`config.mk`:
```
export PLATFORM = sky130hd
export DESIGN_NAME = ptu_top
export DESIGN_NICKNAME = d
export VERILOG_FILES = /design/src/ptu_pkg.sv /design/src/ptu_top.sv
export SDC_FILE = /design/constraint.sdc
export NUM_CORES = 2
export LEC_CHECK = 0
export BUFFER_PORTS_ARGS = -buffer_cell sky130_fd_sc_hd__buf_2
export CAP_MARGIN = 30
export CORE_MARGIN = 8
export CORE_UTILIZATION = 55
export DETAILED_ROUTE_END_ITERATION = 8
export PLACE_DENSITY = 0.68
export SLEW_MARGIN = 25
export SYNTH_ARGS = -nofsm -noshare
export SYNTH_HDL_FRONTEND = slang
export SYNTH_SLANG_ARGS = --single-unit
```
`constraint.sdc`:
```
create_clock -name CLOCK_IN -period 5.9 [get_ports CLOCK_IN]
set_input_delay 0.59 -clock CLOCK_IN [delete_from_list [all_inputs] [get_ports CLOCK_IN]]
set_output_delay 0.59 -clock CLOCK_IN [all_outputs]
set_load 0.02 [all_outputs]
```
`src/ptu_pkg.sv`:
```
// constants, types and register map of the six channel pulse timer unit
package ptu_pkg;
  localparam int NCH = 6;
  localparam int NPIN = 16;
  localparam int NSRC = 26;
  localparam int NSYNC = 20;
  // register index inside a channel window (byte address = index * 4)
  localparam logic [3:0] R_CTRL = 4'h0;
  localparam logic [3:0] R_IOCTL = 4'h1;
  localparam logic [3:0] R_COUNT = 4'h2;
  localparam logic [3:0] R_GRA = 4'h3;
  localparam logic [3:0] R_GRB = 4'h4;
  localparam logic [3:0] R_GRC = 4'h5;
  localparam logic [3:0] R_GRD = 4'h6;
  localparam logic [3:0] R_STATUS = 4'h7;
  localparam logic [3:0] R_INTEN = 4'h8;
  // global window: channel field value 6, register index 0
  localparam logic [2:0] CH_GLOBAL = 3'h6;
  localparam logic [3:0] R_START = 4'h0;
  localparam int START_LSB = 0;
  localparam int ADC_EN_LSB = 8;
  // reset values
  localparam logic [15:0] COUNT_RST = 16'h0000;
  localparam logic [15:0] GREG_RST = 16'hFFFF;
  localparam logic [15:0] IOCTL_RST = 16'h0000;
  localparam logic [5:0] FLAGS_RST = 6'h00;
  localparam logic [31:0] RDATA_RST = 32'h0000_0000;
  // counter clock select
  localparam logic [2:0] CLK_INT = 3'h0;
  localparam logic [2:0] CLK_EXT_A = 3'h1;
  localparam logic [2:0] CLK_EXT_D = 3'h4;
  localparam logic [2:0] CLK_CASCADE = 3'h5;
  // counter clear select: 0 none, 1..4 general reg a..d
  localparam logic [2:0] CLR_NONE = 3'h0;
  localparam logic [2:0] CLR_GRD = 3'h4;
  // compare output action / capture edge select
  localparam logic [1:0] OUT_NONE = 2'h0;
  localparam logic [1:0] OUT_LOW = 2'h1;
  localparam logic [1:0] OUT_HIGH = 2'h2;
  localparam logic [1:0] OUT_TOGGLE = 2'h3;
  localparam logic [15:0] COUNT_MAX = 16'hFFFF;
  // flag bit positions in a channel status word
  localparam int FLG_OVF = 4;
  localparam int FLG_UDF = 5;
  typedef enum logic [1:0] {
    MODE_NORMAL = 2'b00,
    MODE_PWM1 = 2'b01,
    MODE_PWM2 = 2'b10,
    MODE_PHASE = 2'b11
  } ptu_mode_e;
  // channel control word, 13 bits
  typedef struct packed {
    logic buf_b;
    logic buf_a;
    logic [1:0] phase;
    ptu_mode_e mode;
    logic sync;
    logic [2:0] clr_sel;
    logic [2:0] clk_sel;
  } ptu_ctrl_s;
  localparam ptu_ctrl_s CTRL_RST = 13'h0000;
  // one nibble of the io control word per general register
  typedef struct packed {
    logic capture;
    logic init_lvl;
    logic [1:0] act;
  } ptu_io_s;
endpackage

```
`src/ptu_top.sv`:
```
// six channel 16-bit pulse timer unit with apb register access
`timescale 1ns/1ps
module ptu_top (
  input wire logic CLOCK_IN,
  input wire logic NRST_IN,
  input wire logic PSEL_IN,
  input wire logic PENABLE_IN,
  input wire logic PWRITE_IN,
  input wire logic [8:0] PADDR_IN,
  input wire logic [31:0] PWDATA_IN,
  output logic [31:0] PRDATA_OUT,
  output logic PREADY_OUT,
  output logic PSLVERR_OUT,
  input wire logic [3:0] EXT_CLOCK_IN,
  input wire logic [15:0] CAPOUT_PIN_IN,
  output logic [15:0] CAPOUT_PIN_OUT,
  output logic [15:0] CAPOUT_PIN_OE_OUT,
  output logic [25:0] IRQ_FLAGS_OUT,
  output logic IRQ_REQ_OUT,
  output logic [4:0] IRQ_SRC_OUT,
  output logic [15:0] XFER_REQ_OUT,
  output logic ADC_TRIG_OUT
);
  // channels 0 and 3 carry four general registers, the others two
  function automatic logic has4(input logic [2:0] ch);
    return (ch == 3'h0) || (ch == 3'h3);
  endfunction

  function automatic logic [3:0] pin_of(input logic [2:0] ch,
                                        input logic [1:0] g);
    logic [3:0] base;
    case (ch)
      3'h0: base = 4'h0;
      3'h1: base = 4'h4;
      3'h2: base = 4'h6;
      3'h3: base = 4'h8;
      3'h4: base = 4'hC;
      default: base = 4'hE;
    endcase
    return base + {2'h0, g};
  endfunction

  function automatic ptu_pkg::ptu_io_s io_of(input logic [15:0] w,
                                            input logic [1:0] g);
    return w[{g, 2'h0} +: 4];
  endfunction

  function automatic logic apply(input logic [1:0] act, input logic cur);
    case (act)
      ptu_pkg::OUT_LOW: return 1'b0;
      ptu_pkg::OUT_HIGH: return 1'b1;
      ptu_pkg::OUT_TOGGLE: return ~cur;
      default: return cur;
    endcase
  endfunction

  // quadrature decode, returns {up, down}
  function automatic logic [1:0] phase_dir(input logic [1:0] v,
      input logic a, input logic b, input logic ar, input logic af,
      input logic br, input logic bf);
    logic u;
    logic d;
    u = 1'b0;
    d = 1'b0;
    case (v)
      2'h0: begin
        u = (a & br) | (~a & bf) | (~b & ar) | (b & af);
        d = (a & bf) | (~a & br) | (b & ar) | (~b & af);
      end
      2'h1: begin
        u = b & af;
        d = ~b & af;
      end
      2'h2: begin
        u = b & af;
        d = a & bf;
      end
      default: begin
        u = a & br;
        d = a & bf;
      end
    endcase
    return {u, d};
  endfunction

  logic [31:0] prdata_r;
  logic pready_r;
  logic pslverr_r;
  logic [15:0] count_r [0:5];
  logic [15:0] greg_r [0:5][0:3];
  ptu_pkg::ptu_ctrl_s ctrl_r [0:5];
  logic [15:0] ioc_r [0:5];
  logic [5:0] flags_r [0:5];
  logic [5:0] inten_r [0:5];
  logic [5:0] start_r;
  logic [5:0] adc_en_r;
  logic [19:0] s1_r, s2_r, s3_r, flt_r;
  logic [15:0] pin_r, oe_r, pin_nxt, oe_nxt;
  logic [25:0] src_nxt, irq_flags_r;
  logic [15:0] xfer_nxt, xfer_r;
  logic [4:0] top_nxt, irq_src_r;
  logic irq_req_r, adc_r;
  logic [5:0] up, dn, ovf, udf, clr;
  logic [3:0] mat [0:5];
  logic [3:0] cap [0:5];
  logic [19:0] agree, chg, rise, fall;
  logic setup, wr_ok, mapped, sync_any;
  logic [2:0] a_ch;
  logic [3:0] a_rg;
  logic [31:0] rd_data;

  // three stage synchroniser on pins and external clocks
  always_ff @(posedge CLOCK_IN) begin
    if (!NRST_IN) begin
      s1_r <= 20'h00000;
      s2_r <= 20'h00000;
      s3_r <= 20'h00000;
      flt_r <= 20'h00000;
    end else begin
      s1_r <= {EXT_CLOCK_IN, CAPOUT_PIN_IN};
      s2_r <= s1_r;
      s3_r <= s2_r;
      flt_r <= (agree & s3_r) | (~agree & flt_r);
    end
  end

  // a change counts once stages two and three agree
  assign agree = ~(s2_r ^ s3_r);
  assign chg = agree & (s3_r ^ flt_r);
  assign rise = chg & s3_r;
  assign fall = chg & ~s3_r;

  // apb decode
  assign setup = PSEL_IN & ~PENABLE_IN;
  assign a_ch = PADDR_IN[8:6];
  assign a_rg = PADDR_IN[5:2];
  assign wr_ok = PSEL_IN & PENABLE_IN & pready_r & PWRITE_IN & mapped;

  // read mux and address map check
  always_comb begin
    rd_data = 32'h0000_0000;
    mapped = 1'b0;
    if (a_ch == ptu_pkg::CH_GLOBAL) begin
      mapped = (a_rg == ptu_pkg::R_START);
      rd_data = {18'h00000, adc_en_r, 2'h0, start_r};
    end else if (a_ch < ptu_pkg::CH_GLOBAL) begin
      mapped = (a_rg <= ptu_pkg::R_INTEN);
      case (a_rg)
        ptu_pkg::R_CTRL: rd_data = {19'h00000, ctrl_r[a_ch]};
        ptu_pkg::R_IOCTL: rd_data = {16'h0000, ioc_r[a_ch]};
        ptu_pkg::R_COUNT: rd_data = {16'h0000, count_r[a_ch]};
        ptu_pkg::R_GRA, ptu_pkg::R_GRB: begin
          rd_data = {16'h0000, greg_r[a_ch][a_rg[1:0] + 2'h1]};
        end
        ptu_pkg::R_GRC, ptu_pkg::R_GRD: begin
          mapped = has4(a_ch);
          // index 5 and 6 wrap onto slots 2 and 3
          rd_data = {16'h0000, greg_r[a_ch][a_rg[1:0] + 2'h1]};
        end
        ptu_pkg::R_STATUS: rd_data = {26'h0000000, flags_r[a_ch]};
        ptu_pkg::R_INTEN: rd_data = {26'h0000000, inten_r[a_ch]};
        default: rd_data = 32'h0000_0000;
      endcase
    end
  end

  // apb answer: ready in the first access cycle
  always_ff @(posedge CLOCK_IN) begin
    if (!NRST_IN) begin
      pready_r <= 1'b0;
      pslverr_r <= 1'b0;
      prdata_r <= ptu_pkg::RDATA_RST;
    end else begin
      pready_r <= setup;
      pslverr_r <= setup & ~mapped;
      if (setup) begin
        prdata_r <= mapped ? rd_data : ptu_pkg::RDATA_RST;
      end
    end
  end

  // count sources: internal, external clock, quadrature, cascade
  always_comb begin
    logic [1:0] pd;
    logic [4:0] pa;
    logic [2:0] sm1;
    pd = 2'h0;
    pa = 5'h10;
    sm1 = 3'h0;
    up = 6'h00;
    dn = 6'h00;
    for (int i = 0; i < ptu_pkg::NCH; i++) begin
      pa = (i == 2 || i == 4) ? 5'h12 : 5'h10;
      pd = phase_dir(ctrl_r[i].phase, flt_r[pa], flt_r[pa + 5'h01],
                     rise[pa], fall[pa], rise[pa + 5'h01],
                     fall[pa + 5'h01]);
      sm1 = ctrl_r[i].clk_sel - 3'h1;
      if (!start_r[i]) begin
        up[i] = 1'b0;
      end else if (ctrl_r[i].mode == ptu_pkg::MODE_PHASE &&
                   !has4(3'(i))) begin
        {up[i], dn[i]} = pd;
      end else if (ctrl_r[i].clk_sel == ptu_pkg::CLK_INT) begin
        up[i] = 1'b1;
      end else if (ctrl_r[i].clk_sel <= ptu_pkg::CLK_EXT_D) begin
        up[i] = rise[{3'h4, sm1[1:0]}];
      end
    end
    // channels 1 and 4 count on partner overflow/underflow
    for (int i = 1; i < ptu_pkg::NCH; i += 3) begin
      if (start_r[i] && ctrl_r[i].clk_sel == ptu_pkg::CLK_CASCADE &&
          ctrl_r[i].mode != ptu_pkg::MODE_PHASE) begin
        up[i] = up[i + 1] && count_r[i + 1] == ptu_pkg::COUNT_MAX;
        dn[i] = dn[i + 1] && count_r[i + 1] == ptu_pkg::COUNT_RST;
      end
    end
  end

  // compare matches, captures, wrap events and clear requests
  always_comb begin
    ptu_pkg::ptu_io_s io;
    logic [3:0] p;
    logic [5:0] own;
    io = 4'h0;
    p = 4'h0;
    own = 6'h00;
    for (int i = 0; i < ptu_pkg::NCH; i++) begin
      ovf[i] = up[i] && count_r[i] == ptu_pkg::COUNT_MAX;
      udf[i] = dn[i] && count_r[i] == ptu_pkg::COUNT_RST && !has4(3'(i));
      for (int g = 0; g < 4; g++) begin
        io = io_of(ioc_r[i], 2'(g));
        p = pin_of(3'(i), 2'(g));
        mat[i][g] = (g < 2 || has4(3'(i))) && !io.capture &&
                    (up[i] | dn[i]) && count_r[i] == greg_r[i][g];
        cap[i][g] = (g < 2 || has4(3'(i))) && io.capture &&
                    ((io.act[0] & rise[p]) | (io.act[1] & fall[p]));
      end
      own[i] = ctrl_r[i].clr_sel != ptu_pkg::CLR_NONE &&
               ctrl_r[i].clr_sel <= ptu_pkg::CLR_GRD &&
               (mat[i][ctrl_r[i].clr_sel[1:0] - 2'h1] |
                cap[i][ctrl_r[i].clr_sel[1:0] - 2'h1]);
    end
    sync_any = 1'b0;
    for (int i = 0; i < ptu_pkg::NCH; i++) begin
      sync_any = sync_any | (own[i] & ctrl_r[i].sync);
    end
    for (int i = 0; i < ptu_pkg::NCH; i++) begin
      clr[i] = own[i] | (ctrl_r[i].sync & sync_any);
    end
  end

  // counters, configuration and start bits
  always_ff @(posedge CLOCK_IN) begin
    if (!NRST_IN) begin
      start_r <= 6'h00;
      adc_en_r <= 6'h00;
      for (int i = 0; i < ptu_pkg::NCH; i++) begin
        count_r[i] <= ptu_pkg::COUNT_RST;
        ctrl_r[i] <= ptu_pkg::CTRL_RST;
        ioc_r[i] <= ptu_pkg::IOCTL_RST;
        inten_r[i] <= ptu_pkg::FLAGS_RST;
      end
    end else begin
      if (wr_ok && a_ch == ptu_pkg::CH_GLOBAL) begin
        start_r <= PWDATA_IN[ptu_pkg::START_LSB +: 6];
        adc_en_r <= PWDATA_IN[ptu_pkg::ADC_EN_LSB +: 6];
      end
      for (int i = 0; i < ptu_pkg::NCH; i++) begin
        if (wr_ok && a_ch == 3'(i)) begin
          if (a_rg == ptu_pkg::R_CTRL) ctrl_r[i] <= PWDATA_IN[12:0];
          if (a_rg == ptu_pkg::R_IOCTL) ioc_r[i] <= PWDATA_IN[15:0];
          if (a_rg == ptu_pkg::R_INTEN) inten_r[i] <= PWDATA_IN[5:0];
        end
        // a write to a synchronised counter loads the whole group
        if (wr_ok && a_rg == ptu_pkg::R_COUNT &&
            (a_ch == 3'(i) ||
             (ctrl_r[i].sync && a_ch < ptu_pkg::CH_GLOBAL &&
              ctrl_r[a_ch].sync))) begin
          count_r[i] <= PWDATA_IN[15:0];
        end else if (clr[i]) begin
          count_r[i] <= ptu_pkg::COUNT_RST;
        end else if (up[i]) begin
          count_r[i] <= count_r[i] + 16'h0001;
        end else if (dn[i]) begin
          count_r[i] <= count_r[i] - 16'h0001;
        end
      end
    end
  end

  // general registers with capture and buffer transfers
  always_ff @(posedge CLOCK_IN) begin
    if (!NRST_IN) begin
      for (int i = 0; i < ptu_pkg::NCH; i++) begin
        for (int g = 0; g < 4; g++) begin
          greg_r[i][g] <= ptu_pkg::GREG_RST;
        end
      end
    end else begin
      for (int i = 0; i < ptu_pkg::NCH; i++) begin
        for (int g = 0; g < 4; g++) begin
          if (wr_ok && a_ch == 3'(i) &&
              a_rg == ptu_pkg::R_GRA + 4'(g)) begin
            greg_r[i][g] <= PWDATA_IN[15:0];
          end else if (g >= 2 && has4(3'(i)) && cap[i][g ^ 2] &&
                       (g == 2 ? ctrl_r[i].buf_a : ctrl_r[i].buf_b)) begin
            greg_r[i][g] <= greg_r[i][g ^ 2];
          end else if (cap[i][g]) begin
            greg_r[i][g] <= count_r[i];
          end else if (g < 2 && has4(3'(i)) && mat[i][g] &&
                       (g == 0 ? ctrl_r[i].buf_a : ctrl_r[i].buf_b)) begin
            greg_r[i][g] <= greg_r[i][g ^ 2];
          end
        end
      end
    end
  end

  // pin levels and drive enables for normal and pwm modes
  always_comb begin
    ptu_pkg::ptu_io_s io;
    ptu_pkg::ptu_io_s io2;
    logic [3:0] p;
    io = 4'h0;
    io2 = 4'h0;
    p = 4'h0;
    pin_nxt = pin_r;
    oe_nxt = 16'h0000;
    for (int i = 0; i < ptu_pkg::NCH; i++) begin
      for (int g = 0; g < 4; g++) begin
        if (g < 2 || has4(3'(i))) begin
          io = io_of(ioc_r[i], 2'(g));
          io2 = io_of(ioc_r[i], 2'(g + 1));
          p = pin_of(3'(i), 2'(g));
          case (ctrl_r[i].mode)
            ptu_pkg::MODE_PWM1: begin
              if (g % 2 == 0) begin
                oe_nxt[p] = 1'b1;
                if (mat[i][g]) pin_nxt[p] = apply(io.act, pin_r[p]);
                if (mat[i][g + 1]) begin
                  pin_nxt[p] = apply(io2.act, pin_nxt[p]);
                end
              end
            end
            ptu_pkg::MODE_PWM2: begin
              if (3'(g + 1) != ctrl_r[i].clr_sel) begin
                oe_nxt[p] = 1'b1;
                if (clr[i]) pin_nxt[p] = io.init_lvl;
                else if (mat[i][g]) pin_nxt[p] = apply(io.act, pin_r[p]);
              end
            end
            default: begin
              oe_nxt[p] = !io.capture && io.act != ptu_pkg::OUT_NONE;
              if (mat[i][g]) pin_nxt[p] = apply(io.act, pin_r[p]);
            end
          endcase
          if (wr_ok && a_ch == 3'(i) && a_rg == ptu_pkg::R_IOCTL) begin
            pin_nxt[p] = PWDATA_IN[g * 4 + 2];
          end
        end
      end
    end
  end

  always_ff @(posedge CLOCK_IN) begin
    if (!NRST_IN) begin
      pin_r <= 16'h0000;
      oe_r <= 16'h0000;
    end else begin
      pin_r <= pin_nxt;
      oe_r <= oe_nxt;
    end
  end

  // sticky flags: hardware set wins over write-one-to-clear
  always_ff @(posedge CLOCK_IN) begin
    if (!NRST_IN) begin
      for (int i = 0; i < ptu_pkg::NCH; i++) begin
        flags_r[i] <= ptu_pkg::FLAGS_RST;
      end
    end else begin
      for (int i = 0; i < ptu_pkg::NCH; i++) begin
        flags_r[i] <= (flags_r[i] &
                       ~((wr_ok && a_ch == 3'(i) &&
                          a_rg == ptu_pkg::R_STATUS) ? PWDATA_IN[5:0]
                                                     : 6'h00)) |
                      {udf[i], ovf[i], mat[i] | cap[i]};
      end
    end
  end

  // request vector in reset priority order, channel 0 first
  always_comb begin
    int k;
    int t;
    k = 0;
    t = 0;
    src_nxt = 26'h0000000;
    xfer_nxt = 16'h0000;
    top_nxt = 5'h00;
    for (int i = 0; i < ptu_pkg::NCH; i++) begin
      for (int g = 0; g < 4; g++) begin
        if (g < 2 || has4(3'(i))) begin
          src_nxt[k] = flags_r[i][g] & inten_r[i][g];
          xfer_nxt[t] = flags_r[i][g] & inten_r[i][g];
          k = k + 1;
          t = t + 1;
        end
      end
      src_nxt[k] = flags_r[i][ptu_pkg::FLG_OVF] & inten_r[i][ptu_pkg::FLG_OVF];
      k = k + 1;
      if (!has4(3'(i))) begin
        src_nxt[k] = flags_r[i][ptu_pkg::FLG_UDF] &
                     inten_r[i][ptu_pkg::FLG_UDF];
        k = k + 1;
      end
    end
    for (int s = ptu_pkg::NSRC - 1; s >= 0; s--) begin
      if (src_nxt[s]) top_nxt = 5'(s);
    end
  end

  // registered request and trigger outputs
  always_ff @(posedge CLOCK_IN) begin
    if (!NRST_IN) begin
      irq_flags_r <= 26'h0000000;
      irq_req_r <= 1'b0;
      irq_src_r <= 5'h00;
      xfer_r <= 16'h0000;
      adc_r <= 1'b0;
    end else begin
      irq_flags_r <= src_nxt;
      irq_req_r <= |src_nxt;
      irq_src_r <= top_nxt;
      xfer_r <= xfer_nxt;
      adc_r <= |(adc_en_r & {mat[5][0] | cap[5][0], mat[4][0] | cap[4][0],
                             mat[3][0] | cap[3][0], mat[2][0] | cap[2][0],
                             mat[1][0] | cap[1][0],
                             mat[0][0] | cap[0][0]});
    end
  end

  assign PRDATA_OUT = prdata_r;
  assign PREADY_OUT = pready_r;
  assign PSLVERR_OUT = pslverr_r;
  assign CAPOUT_PIN_OUT = pin_r;
  assign CAPOUT_PIN_OE_OUT = oe_r;
  assign IRQ_FLAGS_OUT = irq_flags_r;
  assign IRQ_REQ_OUT = irq_req_r;
  assign IRQ_SRC_OUT = irq_src_r;
  assign XFER_REQ_OUT = xfer_r;
  assign ADC_TRIG_OUT = adc_r;
endmodule

```
==> flow_summary.rst <==
.. list-table::
   :header-rows: 1

   * - Metric
     - Value
   * - Status
     - finished, final reports clean
   * - Post-synthesis simple-gate area fraction
     - between 15 and 20%
   * - Largest clock skew in the final design
     - ~0.036 ns
   * - Classification of the worst setup path
     - flip-flop to flip-flop
   * - Depth of the worst hold-timing path
     - 2
   * - Mean number of vias per cell
     - 6.88
   * - Die H
     - ~320 µm
   * - Final-layout setup total negative slack
     - 0 ns
   * - Vias post-DR
     - about 44000
   * - Setup violators final
     - 0
   * - Ranking of synthesized cells by area
     - sky130_fd_sc_hd__edfxtp_1 (40%), sky130_fd_sc_hd__dfxtp_1 (8.1%), sky130_fd_sc_hd__mux4_2 (7.6%), sky130_fd_sc_hd__xor2_1 (3.9%), sky130_fd_sc_hd__mux2i_1 (3.5%)
   * - Cell breakdown of the critical path
     - and4b_1 > nor4_1 > a2111oi_0 > a2bb2oi_1 > o211ai_2 > o2111ai_1 > nand4_2 > o31ai_4 > nand4_2 > o21ai_0 > a21oi_1
   * - Most frequent cells in the layout
     - sky130_fd_sc_hd__edfxtp_1 (690), sky130_fd_sc_hd__nor2_1 (377), sky130_fd_sc_hd__nand2_1 (357)
   * - Min-delay src
     - CAPOUT_PIN_IN[11]
   * - Total half-perimeter wirelength after legalization and detailed placement
     - 150000 µm
   * - Largest delay share family, worst path
     - compound AO/OA/AOI/OAI gates
   * - Max Buffers Root-to-Sink
     - 3
   * - Total buffers and inverters traversed by the critical path
     - 0
   * - Area share of the largest cell type after synthesis
     - approximately two fifths
   * - Count of unique library cells instantiated by Yosys
     - about 110
   * - Cell Area, Placed
     - about 55000 µm²
   * - Worst hold-check slack
     - between 0.09 and 0.1 ns
   * - H-tree levels
     - 3
   * - Final max-slew violation count
     - 0
   * - Hold path endpoint
     - s1_r[11]
   * - Register area share after synthesis
     - between 40 and 50%
   * - Avg Inst Size Synth
     - between 10 and 15 µm²
   * - Power per unit of standard cell area
     - approximately 260 nW/µm²
   * - Number of buffer cells added on primary ports
     - approximately 150
   * - Leading cell type in the layout, fill and taps excluded
     - sky130_fd_sc_hd__edfxtp_1
   * - Number of cells traversed by the worst register-to-register path
     - 11
   * - Critical path data arrival time
     - a little under 6 ns
   * - Flip-flop and latch count after synthesis
     - ~900
   * - Clock Root Buffer
     - sky130_fd_sc_hd__clkbuf_16
   * - Clock sink count
     - about 900
   * - Die Outline Area
     - 105000 µm²
   * - Critical Path Start Type
     - flip-flop
   * - Post-synth top area cell
     - sky130_fd_sc_hd__edfxtp_1
   * - Clock buffers created by TritonCTS
     - a little under 100
   * - Count of antenna-violating nets left after detailed routing
     - 0
   * - Crit path top cell by count
     - sky130_fd_sc_hd__nand4_2
   * - Worst-skew pair later-pin latency
     - just over 0.7 ns
   * - Total overflow reported by the global router
     - 0
   * - Share of the clock period used by the worst path after layout
     - between 90 and 100%
   * - Maximum cell stage delay along the critical path
     - roughly 0.70 ns
   * - Data required time of the worst path
     - approximately 6.3 ns
   * - Setup bufs post-CTS
     - 0
   * - Initial antenna violation count
     - 14
   * - Share of final-layout standard cells stronger than drive strength 1
     - between 10% and 20%
   * - Most frequently used flop master after synthesis
     - sky130_fd_sc_hd__edfxtp_1
   * - Mux share of post-synthesis cell area
     - approximately an eighth
   * - Pin count of the biggest net entering global routing
     - 120
   * - Row Count
     - ~110
   * - Number of flops mapped to enable cells by yosys
     - 690
   * - Final hold viol count
     - 0
   * - RSZ-0062 raised after global routing
     - false
   * - GPL Wtd Cong
     - 1.06
   * - Compound-cell area share of the yosys netlist
     - approximately an eighth
   * - CTS clk-pin slew, worst paths
     - about 0.06 ns
   * - Drt wl/cell
     - between 30 and 40 µm
   * - Total power
     - ~15000 µW
   * - Critical path fanouts, max
     - 25
   * - Overall die width
     - around 320 µm
   * - Worst min-delay path class
     - primary input to flip-flop
   * - Final period demand of the worst path
     - 5.52 ns
   * - Worst reg2reg endpoint
     - count_r[2][11]
   * - PostCTS Resize Cnt
     - 0
   * - Via count of the first global-routing pass
     - between 40000 and 50000
   * - Total detailed-routing wirelength
     - approximately 210000 µm
   * - Largest family of logic cells by synthesized area
     - simple AND/OR/NAND/NOR gates
   * - Transition time at the pin with the least slew margin
     - 1.09 ns
   * - TritonCTS clock tree
     - yes
   * - Arithmetic-cell share of the synthesized area counting full adders, half adders and majority gates
     - 1.77%
   * - Total iterations of the first detailed-routing run
     - 8
   * - Number of placed I/O pins
     - between 150 and 200
   * - Post-synthesis instance area
     - 52200 µm²
   * - Net count, final
     - 5176
   * - Yosys warnings
     - 0
   * - Starting DRT DRC Count
     - 7533
   * - Setup slack, reg-to-reg
     - approximately 0.38 ns
   * - Maximum vdd drop
     - 0.256 mV
   * - Overall global routing resource usage
     - 38.9%
   * - Global-route wire length before repair
     - roughly 290000 µm
   * - Static Leak
     - ~0.019 µW
   * - Final routed DRC violation total
     - 0
   * - Fraction of synthesized cell area in xor and xnor cells
     - around 6.4%
   * - Highest attainable clock frequency
     - between 0.15 and 0.2 GHz
   * - Cells after Synth
     - 4875
   * - Hold Buf Count CTS
     - 0
   * - Rel. slew slack
     - about a quarter
   * - Final instance area
     - roughly 58000 µm²
   * - Share of synthesized flip-flops with an asynchronous set or reset
     - 0%
   * - Cell with the biggest individual delay on the critical path
     - sky130_fd_sc_hd__a2bb2oi_1
   * - Area grow syn2layout
     - 11.5%
   * - Max-cap violation count
     - 0
   * - Kind of capture point of the worst setup path
     - flip-flop
   * - Effective utilization at floorplan
     - between 50% and 60%
   * - Core outline area
     - ~95000 µm²
-- report_power, final --
group	total, µW	internal, µW	leakage (µW)	switching [µW]
logic	1360	438	0.00990	927
clock network	6320	3570	0.00162	2750
registers	7180	6990	0.00797	186
total	14900	11000	0.0195	3860
-- through the flow --
stage / util, % / std cells / setup slack [ns]
floorplan: - / 5017 / 0.997
global route: 61.5 / 6387 / 0.287
CTS: 61.4 / 6380 / 0.644
detailed placement: 58.0 / 6194 / 0.688
finish: 61.5 / 6395 / 0.380
global placement: 58.0 / 6191 / 0.733
-- Yosys cell counts (48+ instances only) --
cell type	n
sky130_fd_sc_hd__o22a_1	106
sky130_fd_sc_hd__and2_1	90
sky130_fd_sc_hd__inv_1	130
sky130_fd_sc_hd__mux2i_1	180
sky130_fd_sc_hd__dfxtp_1	211
sky130_fd_sc_hd__nand3_1	105
sky130_fd_sc_hd__clkbuf_1	298
sky130_fd_sc_hd__nor2_1	378
sky130_fd_sc_hd__xnor2_1	148
sky130_fd_sc_hd__mux2_2	50
sky130_fd_sc_hd__xor2_1	232
sky130_fd_sc_hd__or3_1	54
sky130_fd_sc_hd__nor3_1	282
sky130_fd_sc_hd__a22oi_1	48
sky130_fd_sc_hd__mux4_2	175
sky130_fd_sc_hd__ha_1	74
sky130_fd_sc_hd__edfxtp_1	690
sky130_fd_sc_hd__buf_1	66
sky130_fd_sc_hd__a21oi_1	224
sky130_fd_sc_hd__nand2_1	358
sky130_fd_sc_hd__o21ai_0	213
sky130_fd_sc_hd__nor4_1	61
sky130_fd_sc_hd__nand4_1	51
sky130_fd_sc_hd__and3_1	73
-- sequential cells by signal, summed over array words and instances (netlist names), 20 cells and up, named ones only --
| register | cells |
|---|---|
| greg_r | 384 |
| count_r | 96 |
| ioc_r | 96 |
| ctrl_r | 78 |
| flags_r | 36 |
| inten_r | 36 |
| IRQ_FLAGS_OUT | 26 |
| s1_r | 20 |
| s2_r | 20 |
| s3_r | 20 |
-- worst max-delay path by stage --
| stage | cells after the start | endpoint | slack (ns) |
|---|---|---|---|
| after detailed placement | 11 | count_r[2][11] | 0.69 |
| final | 11 | count_r[2][11] | 0.38 |
| after global routing | 11 | count_r[2][10] | 0.29 |
| after CTS | 11 | count_r[2][11] | 0.64 |
| after floorplan | 11 | ctrl_r[2][0] | 1.0 |
| after global placement | 11 | count_r[2][12] | 0.73 |
-- cell families (layout without fill, tap and decap cells) --
family          after synthesis  count (layout)
buf+inv                     567             671
simple gates               1625            1625
compound gates              921             921
mux                         405             405
fa+ha+maj                    74              74
flops                       901             901
xor+xnor                    380             380
other cells                   2             153
-- routing by layer --
layer	wire, µm	track usage [%]	vias up
li1	-	-	18400
met1	74100	50.8	21400
met2	88600	57.1	3512
met3	30300	10.7	728
met4	16100	24.7	10
met5	63	0.185	-
-- layout make-up --
cell class	instances	area, µm²
Fill cell	7836	36400
Multi-Input combinational cell	3549	25500
Sequential cell	901	24900
Clock buffer	136	2810
Timing Repair Buffer	352	2370
Tap cell	1265	1580
Inverter	133	507
Clock inverter	50	430
Antenna cell	9	22.5
-- worst register-to-register path, cell delays in order, from the launching register on --
cell                        delay, ns
sky130_fd_sc_hd__dfxtp_1         0.53
sky130_fd_sc_hd__and4b_1         0.24
sky130_fd_sc_hd__nor4_1          0.51
sky130_fd_sc_hd__a2111oi_0       0.22
sky130_fd_sc_hd__a2bb2oi_1       0.70
sky130_fd_sc_hd__o211ai_2        0.40
sky130_fd_sc_hd__o2111ai_1       0.59
sky130_fd_sc_hd__nand4_2         0.26
sky130_fd_sc_hd__o31ai_4         0.60
sky130_fd_sc_hd__nand4_2         0.69
sky130_fd_sc_hd__o21ai_0         0.45
sky130_fd_sc_hd__a21oi_1         0.06
Power figures use the tool's default switching activity.
